===== src/hic_pkg.sv =====
// constants, types and register map of the hold and integration controller
package hic_pkg;
  // ----------------------------------------------------------------------
  // timing
  // ----------------------------------------------------------------------
  localparam int CLOCK_PERIOD_NS = 50;
  localparam int SECOND_NS = 1_000_000_000;
  localparam int SECOND_CYCLES = SECOND_NS / CLOCK_PERIOD_NS;
  localparam int MAX_INTEG_HOURS = 10000;
  localparam int SECONDS_PER_HOUR = 3600;
  localparam int TIME_W = 26;
  localparam logic [TIME_W-1:0] MAX_INTEG_SECONDS = TIME_W'(MAX_INTEG_HOURS * SECONDS_PER_HOUR);
  // ----------------------------------------------------------------------
  // data shapes
  // ----------------------------------------------------------------------
  localparam int NUM_QTY = 11;
  localparam int QTY_W = 16;
  localparam int ACC_W = 32;
  localparam int ACTIVE_POWER_IDX = 2;
  localparam logic signed [ACC_W-1:0] ACC_MAX = 32'sh7FFF_FFFF;
  localparam logic signed [ACC_W-1:0] ACC_MIN = 32'sh8000_0000;
  typedef logic signed [QTY_W-1:0] hic_qty_t;
  typedef struct packed {
    hic_qty_t [NUM_QTY-1:0] qty;
  } hic_meas_t;
  // ----------------------------------------------------------------------
  // register map, byte addresses
  // ----------------------------------------------------------------------
  localparam int ADDR_W = 8;
  localparam logic [ADDR_W-1:0] REG_CTRL = 8'h00;
  localparam logic [ADDR_W-1:0] REG_CMD = 8'h04;
  localparam logic [ADDR_W-1:0] REG_TIMER = 8'h08;
  localparam logic [ADDR_W-1:0] REG_STATUS = 8'h0C;
  localparam logic [ADDR_W-1:0] REG_ELAPSED = 8'h10;
  localparam logic [ADDR_W-1:0] REG_ACCUM = 8'h14;
  localparam logic [ADDR_W-1:0] REG_AVERAGE = 8'h18;
  localparam logic [ADDR_W-1:0] REG_DISPLAY0 = 8'h20;
  localparam int WORD_SHIFT = 2;
  // ctrl fields
  localparam int CTRL_MAX_EN = 0;
  localparam int CTRL_CONT = 1;
  // command fields, also the index of each external pin
  localparam int NUM_CMD = 5;
  localparam int CMD_HOLD = 0;
  localparam int CMD_SINGLE = 1;
  localparam int CMD_START = 2;
  localparam int CMD_STOP = 3;
  localparam int CMD_CLEAR = 4;
  // status fields
  localparam int ST_HOLD = 0;
  localparam int ST_ACTIVE = 1;
  localparam int ST_LIMIT = 2;
  localparam int ST_SINGLE = 3;
  localparam logic [31:0] ZERO_WORD = 32'h0000_0000;
  typedef enum logic {
    INT_STOPPED,
    INT_RUNNING
  } hic_int_state_t;
endpackage


===== src/hic_top.sv =====
// hold, max tracking and integration control with an ahb-lite register slave
//
// Implementation choices: the register offsets and register access over AHB-Lite.
`timescale 1ns/1ps
`default_nettype none
module hic_top
  import hic_pkg::*;
#(
  parameter int unsigned SEC_CYCLES = SECOND_CYCLES
)(
  input wire logic clock_i,
  input wire logic reset_n_i,
  input wire logic hsel_i,
  input wire logic [31:0] haddr_i,
  input wire logic [1:0] htrans_i,
  input wire logic hwrite_i,
  input wire logic [2:0] hsize_i,
  input wire logic [31:0] hwdata_i,
  input wire logic hready_i,
  output logic [31:0] hrdata_o,
  output logic hreadyout_o,
  output logic hresp_o,
  input wire logic meas_valid_i,
  input wire hic_meas_t meas_i,
  input wire logic external_freeze_toggle_n_i,
  input wire logic external_held_update_n_i,
  input wire logic external_start_n_i,
  input wire logic external_stop_n_i,
  input wire logic external_integration_clear_n_i,
  output hic_meas_t display_o,
  output logic hold_active_o,
  output logic measure_restart_o,
  output logic integration_active_output_o
);
  // ----------------------------------------------------------------------
  // external pulse pins: sync, then falling edge
  // ----------------------------------------------------------------------
  logic [NUM_CMD-1:0] pin_n;
  logic [NUM_CMD-1:0] sync1_reg;
  logic [NUM_CMD-1:0] sync2_reg;
  logic [NUM_CMD-1:0] sync3_reg;
  logic [NUM_CMD-1:0] pin_evt;
  assign pin_n = {external_integration_clear_n_i, external_stop_n_i, external_start_n_i,
                  external_held_update_n_i, external_freeze_toggle_n_i};
  genvar g;
  generate
    for (g = 0; g < NUM_CMD; g++)
    begin : g_pin
      always_ff @(posedge clock_i or negedge reset_n_i)
      begin
        if (!reset_n_i)
        begin
          sync1_reg[g] <= 1'b1;
          sync2_reg[g] <= 1'b1;
          sync3_reg[g] <= 1'b1;
        end
        else
        begin
          sync1_reg[g] <= pin_n[g];
          sync2_reg[g] <= sync1_reg[g];
          sync3_reg[g] <= sync2_reg[g];
        end
      end
      assign pin_evt[g] = sync3_reg[g] & ~sync2_reg[g];
    end
  endgenerate

  // ----------------------------------------------------------------------
  // ahb-lite slave, zero wait states
  // ----------------------------------------------------------------------
  logic wr_pend_reg;
  logic [ADDR_W-1:0] wr_addr_reg;
  logic addr_phase;
  logic [ADDR_W-1:0] addr_now;
  logic [NUM_CMD-1:0] sw_cmd;
  logic [NUM_CMD-1:0] cmd;
  logic [1:0] ctrl_reg;
  logic [TIME_W-1:0] timer_reg;
  logic hold_reg;
  logic single_pend_reg;
  logic limit_reg;
  hic_int_state_t state_reg;
  logic [TIME_W-1:0] elapsed_reg;
  logic [31:0] sec_cnt_reg;
  logic signed [ACC_W-1:0] acc_reg;
  logic signed [ACC_W-1:0] avg_reg;
  hic_meas_t disp_reg;

  assign addr_phase = hsel_i & htrans_i[1] & hready_i;
  assign addr_now = haddr_i[ADDR_W-1:0];
  assign sw_cmd = (wr_pend_reg && wr_addr_reg == REG_CMD) ? hwdata_i[NUM_CMD-1:0] : '0;
  assign cmd = sw_cmd | pin_evt;

  function automatic logic [31:0] read_word(input logic [ADDR_W-1:0] a);
    logic [ADDR_W-1:0] idx;
    idx = ADDR_W'((a - REG_DISPLAY0) >> WORD_SHIFT);
    if (a == REG_CTRL)
      read_word = {30'h0000_0000, ctrl_reg};
    else if (a == REG_TIMER)
      read_word = {6'h00, timer_reg};
    else if (a == REG_STATUS)
      read_word = {28'h000_0000, single_pend_reg, limit_reg, state_reg == INT_RUNNING, hold_reg};
    else if (a == REG_ELAPSED)
      read_word = {6'h00, elapsed_reg};
    else if (a == REG_ACCUM)
      read_word = acc_reg;
    else if (a == REG_AVERAGE)
      read_word = avg_reg;
    else if (a >= REG_DISPLAY0 && idx < ADDR_W'(NUM_QTY) && a[1:0] == 2'b00)
      read_word = {{16{disp_reg.qty[idx][QTY_W-1]}}, disp_reg.qty[idx]};
    else
      read_word = ZERO_WORD;
  endfunction

  always_ff @(posedge clock_i or negedge reset_n_i)
  begin
    if (!reset_n_i)
    begin
      wr_pend_reg <= 1'b0;
      wr_addr_reg <= '0;
      hrdata_o <= ZERO_WORD;
      hreadyout_o <= 1'b1;
      hresp_o <= 1'b0;
    end
    else
    begin
      wr_pend_reg <= addr_phase & hwrite_i;
      if (addr_phase)
        wr_addr_reg <= addr_now;
      if (addr_phase && !hwrite_i)
        hrdata_o <= read_word(addr_now);
      hreadyout_o <= 1'b1;
      hresp_o <= 1'b0;
    end
  end

  always_ff @(posedge clock_i or negedge reset_n_i)
  begin
    if (!reset_n_i)
    begin
      ctrl_reg <= '0;
      timer_reg <= '0;
    end
    else if (wr_pend_reg)
    begin
      if (wr_addr_reg == REG_CTRL)
        ctrl_reg <= hwdata_i[1:0];
      if (wr_addr_reg == REG_TIMER)
        timer_reg <= hwdata_i[TIME_W-1:0];
    end
  end

  // ----------------------------------------------------------------------
  // hold, single capture and max tracking
  // ----------------------------------------------------------------------
  logic capture;
  assign capture = meas_valid_i & (~hold_reg | single_pend_reg);

  always_ff @(posedge clock_i or negedge reset_n_i)
  begin
    if (!reset_n_i)
    begin
      hold_reg <= 1'b0;
      single_pend_reg <= 1'b0;
      measure_restart_o <= 1'b0;
    end
    else
    begin
      measure_restart_o <= cmd[CMD_SINGLE] & ~hold_reg;
      if (cmd[CMD_HOLD])
        hold_reg <= ~hold_reg;
      // a request landing on the capture tick arms the next tick
      if (cmd[CMD_SINGLE] && hold_reg)
        single_pend_reg <= 1'b1;
      else if (meas_valid_i || cmd[CMD_HOLD])
        single_pend_reg <= 1'b0;
    end
  end

  generate
    for (g = 0; g < NUM_QTY; g++)
    begin : g_qty
      always_ff @(posedge clock_i or negedge reset_n_i)
      begin
        if (!reset_n_i)
          disp_reg.qty[g] <= '0;
        else if (capture)
        begin
          if (!ctrl_reg[CTRL_MAX_EN] || meas_i.qty[g] > disp_reg.qty[g])
            disp_reg.qty[g] <= meas_i.qty[g];
        end
      end
    end
  endgenerate

  always_ff @(posedge clock_i or negedge reset_n_i)
  begin
    if (!reset_n_i)
    begin
      display_o <= '0;
      hold_active_o <= 1'b0;
    end
    else
    begin
      display_o <= disp_reg;
      hold_active_o <= hold_reg;
    end
  end

  // ----------------------------------------------------------------------
  // integrator
  // ----------------------------------------------------------------------
  logic sec_tick;
  logic manual_mode;
  logic timer_hit;
  logic signed [ACC_W:0] acc_sum;
  logic acc_sat;
  assign sec_tick = (sec_cnt_reg == SEC_CYCLES - 1);
  assign manual_mode = (timer_reg == '0);
  assign timer_hit = sec_tick && (elapsed_reg + 1'b1 == (manual_mode ? MAX_INTEG_SECONDS : timer_reg));
  assign acc_sum = acc_reg + meas_i.qty[ACTIVE_POWER_IDX];
  assign acc_sat = acc_sum > ACC_MAX || acc_sum < ACC_MIN || acc_sum == ACC_MAX || acc_sum == ACC_MIN;

  // free-running base, so a run may see its first second early
  always_ff @(posedge clock_i or negedge reset_n_i)
  begin
    if (!reset_n_i)
      sec_cnt_reg <= '0;
    else if (sec_tick)
      sec_cnt_reg <= '0;
    else
      sec_cnt_reg <= sec_cnt_reg + 1'b1;
  end

  always_ff @(posedge clock_i or negedge reset_n_i)
  begin
    if (!reset_n_i)
    begin
      state_reg <= INT_STOPPED;
      integration_active_output_o <= 1'b0;
      limit_reg <= 1'b0;
      elapsed_reg <= '0;
      acc_reg <= '0;
    end
    else if (cmd[CMD_CLEAR])
    begin
      state_reg <= INT_STOPPED;
      integration_active_output_o <= 1'b0;
      limit_reg <= 1'b0;
      elapsed_reg <= '0;
      acc_reg <= '0;
    end
    else
    begin
      case (state_reg)
        INT_STOPPED:
        begin
          if (cmd[CMD_START] && !limit_reg && !cmd[CMD_STOP])
          begin
            state_reg <= INT_RUNNING;
            integration_active_output_o <= 1'b1;
          end
        end
        INT_RUNNING:
        begin
          if (meas_valid_i)
            acc_reg <= acc_sat ? (acc_sum < 0 ? ACC_MIN : ACC_MAX) : acc_sum[ACC_W-1:0];
          if (sec_tick)
            elapsed_reg <= elapsed_reg + 1'b1;
          if (cmd[CMD_STOP])
          begin
            state_reg <= INT_STOPPED;
            integration_active_output_o <= 1'b0;
          end
          else if (meas_valid_i && acc_sat)
          begin
            state_reg <= INT_STOPPED;
            integration_active_output_o <= 1'b0;
            limit_reg <= 1'b1;
          end
          else if (timer_hit && ctrl_reg[CTRL_CONT] && !manual_mode)
          begin
            elapsed_reg <= '0;
            acc_reg <= '0;
          end
          else if (timer_hit)
          begin
            state_reg <= INT_STOPPED;
            integration_active_output_o <= 1'b0;
            limit_reg <= 1'b1;
          end
        end
        default:
        begin
          state_reg <= INT_STOPPED;
          integration_active_output_o <= 1'b0;
        end
      endcase
    end
  end

  // divider is wide but only feeds a slow software read
  always_ff @(posedge clock_i or negedge reset_n_i)
  begin
    if (!reset_n_i)
      avg_reg <= '0;
    else if (elapsed_reg == '0)
      avg_reg <= '0;
    else
      avg_reg <= acc_reg / $signed({6'h00, elapsed_reg});
  end
endmodule
`default_nettype wire


===== config.mk =====
export PLATFORM = sky130hd
export DESIGN_NAME = hic_top
export DESIGN_NICKNAME = d
export VERILOG_FILES = /design/src/hic_pkg.sv /design/src/hic_top.sv
export SDC_FILE = /design/constraint.sdc
export NUM_CORES = 2
export LEC_CHECK = 0
export BUFFER_PORTS_ARGS = -buffer_cell sky130_fd_sc_hd__buf_4
export CORE_MARGIN = 4
export CORE_UTILIZATION = 40
export CTS_BUF_LIST = sky130_fd_sc_hd__clkbuf_8
export CTS_CLUSTER_SIZE = 8
export DETAILED_ROUTE_END_ITERATION = 6
export GPL_ROUTABILITY_DRIVEN = 0
export PLACE_DENSITY = 0.59
export SYNTH_ARGS = -nofsm -noshare
export SYNTH_HDL_FRONTEND = slang
export SYNTH_SLANG_ARGS = --single-unit

===== constraint.sdc =====
create_clock -name clock_i -period 100.3 [get_ports clock_i]
set_input_delay 20.06 -clock clock_i [delete_from_list [all_inputs] [get_ports clock_i]]
set_output_delay 20.06 -clock clock_i [all_outputs]
set_load 0.01 [all_outputs]

==> out/results.txt <==
clk sink count: 565
post-CTS setup buffer count: 0
Worst setup EP type: flip-flop
type of the most critical hold path: reg2reg
CTS tree: yes
synthesized net count: 7924
full die area: 0.150 sq mm
DR vias: 55248
worst slew pin tran: 1.23 ns
initial antenna violation count: 33
Worst Hold Depth: 0
final setup TNS: 0 ns
commonest non-fill, non-tap cells in the layout: 723 x ha_1, 699 x nand2_1, 575 x nor2_1
period utilization: 90.9%
final hold vios: 0
Tmin final: 91.20 ns
Async SR Flop Fraction: 100%
post-synth cell types: 117
number of synthesized flops with an enable pin: 0
Longest Clk Path Bufs: 3
Die H: 387 um
Startpoint Class: flip-flop
post-layout util: 45.6%
Worst-path clk slew: 0.07 ns
maximum operating frequency: 11.0 MHz
share of the synthesized area in the top cell type: 24.0%
PortBufs: 432
cell count after synthesis: 6944
H-tree depth: 3
r2r worst-path depth: 303
Row Count: 138
Max Slew Vio Count: 0
unrepaired setup endpoints after global routing: false
CTS root buf: clkbuf_8
vias in the first global route: 51984
Starting Density: 40.4%
total I/O pin count: 469
Max Cap Viol: 0
DP HPWL: 167 mm
CTS Buf Count: 94
hold path start: disp_reg[47]$_DFFE_PN0P_
drt first pass iters: 6
Synth Cell Area: 0.0574 sq mm
Hold WS: 0.336 ns
DRC viols: 0
final WL: 212 mm
core box area: 0.142 sq mm
Clk Latency, worst-skew pair: 0.72 ns
global route overflow: 0
Worst EP required: 100.87 ns
mean number of vias per cell: 5.92
Synth Warn #: 0
Yosys top cell by area: dfrtp_1
sequential area share after synthesis: 24.7%
first-pass GRT wire length: 315 mm
# hold bufs at CTS: 0
first-iteration detailed-routing DRC count: 4986
critical path fanouts, max: 32
Post-CTS Resized: 0
Slew headroom: 16.9%
post-DR wirelength/cell: 22.7 um
Syn Area/Cell: 8.26 sq um
commonest non-fill, non-tap cell in the layout: ha_1
Die X: 387 um
Max Clock Skew: 0.0720 ns
slowest stage delay, CP: 0.97 ns
final setup fails: 0
GRT Util Overall: 26.9%
area grow syn2layout: 13.0%
Crit Reg-Reg Startpoint: elapsed_reg[23]$_DFFE_PN0N_
Yosys reg bits: 565
Primary FF master, synth: dfrtp_1
critical path class: reg2reg
antenna-violating nets left: 0
critical path's slowest cell: a2111oi_0
synth top area cells: dfrtp_1 24%, ha_1 16%, xnor2_1 4.8%
crit path DAT: 91.77 ns
share of layout cells above drive strength 1: 14.3%
Nets: 8319
critical path startpoint: elapsed_reg[23]$_DFFE_PN0N_
status: finished clean
largest net degree at the start of global routing: 145
-- through the flow --
stage | instance area, sq um | cells | setup WS [ns]
after floorplan | 57400 | 6944 | 25.61
after global placement | 62900 | 9133 | 11.50
after detailed placement | 62900 | 9133 | 10.91
after CTS | 64800 | 9301 | 10.47
after global routing | 64900 | 9330 | 3.72
final | 64900 | 9330 | 9.10
-- metal layers --
metal,vias up,track usage [%],wire (um),share of wire [%]
li1,26305,-,-,-
met1,26517,36.8,92500,44
met2,1997,42.9,94900,45
met3,429,3.27,14200,6.7
met4,0,11.2,9980,4.7
met5,-,0,0,0
-- cell usage after synthesis, types with 63 or more instances --
library cell / instances
ha_1: 723
dfrtp_1: 550
nor2b_1: 100
nor3_1: 184
o21a_1: 174
inv_1: 351
clkbuf_1: 182
xnor2_1: 312
o31ai_1: 86
a31oi_1: 63
o211ai_1: 87
o21ai_0: 507
nor2_1: 578
mux2i_1: 63
xor2_1: 144
nand2b_1: 85
a21o_1: 175
nand2_1: 699
nand3_1: 184
mux2_2: 219
nand4_1: 98
a21oi_1: 447
-- final timing paths --
check	end	slack [ns]
setup / recovery	avg_reg[28]$_DFF_PN0_	9.10
setup reg to reg	avg_reg[28]$_DFF_PN0_	9.10
hold reg to reg	display_o[47]$_DFF_PN0_	0.34
min in group asynchronous	disp_reg[166]$_DFFE_PN0P_	19.39
hold / removal	display_o[47]$_DFF_PN0_	0.34
max in group asynchronous	elapsed_reg[13]$_DFFE_PN0N_	78.09
-- critical path, delay by kind of cell (launching register included) --
family	cells	cell delay, ns
adders and majority gates	32	10.27
xor gates and xnor gates	1	0.26
buffers and inverters	9	2.19
and+or+nand+nor	75	21.29
DFF	1	0.61
AOI/OAI and AO/OA	177	52.73
muxes	9	3.42
-- logic make-up after synthesis --
logic type	share of synthesized area, %
xor gates and xnor gates	6.96
other	0.0131
buffers and inverters	3.90
adders and majority gates	15.8
AOI/OAI and AO/OA	22.9
DFF	24.7
and+or+nand+nor	19.1
muxes	6.72
-- area by class of cell --
cell class	count	area, sq um
Clock inverter	52	285
Sequential cell	565	14200
Clock buffer	116	1600
Inverter	356	1340
Multi-Input combinational cell	5798	41100
Tap cell	1890	2360
Antenna cell	29	72.6
Timing Repair Buffer	524	3950
Fill cell	14090	77300
Power is not shown: default switching activity piles up to over one toggle a cycle in this logic, so the estimate is an artifact.
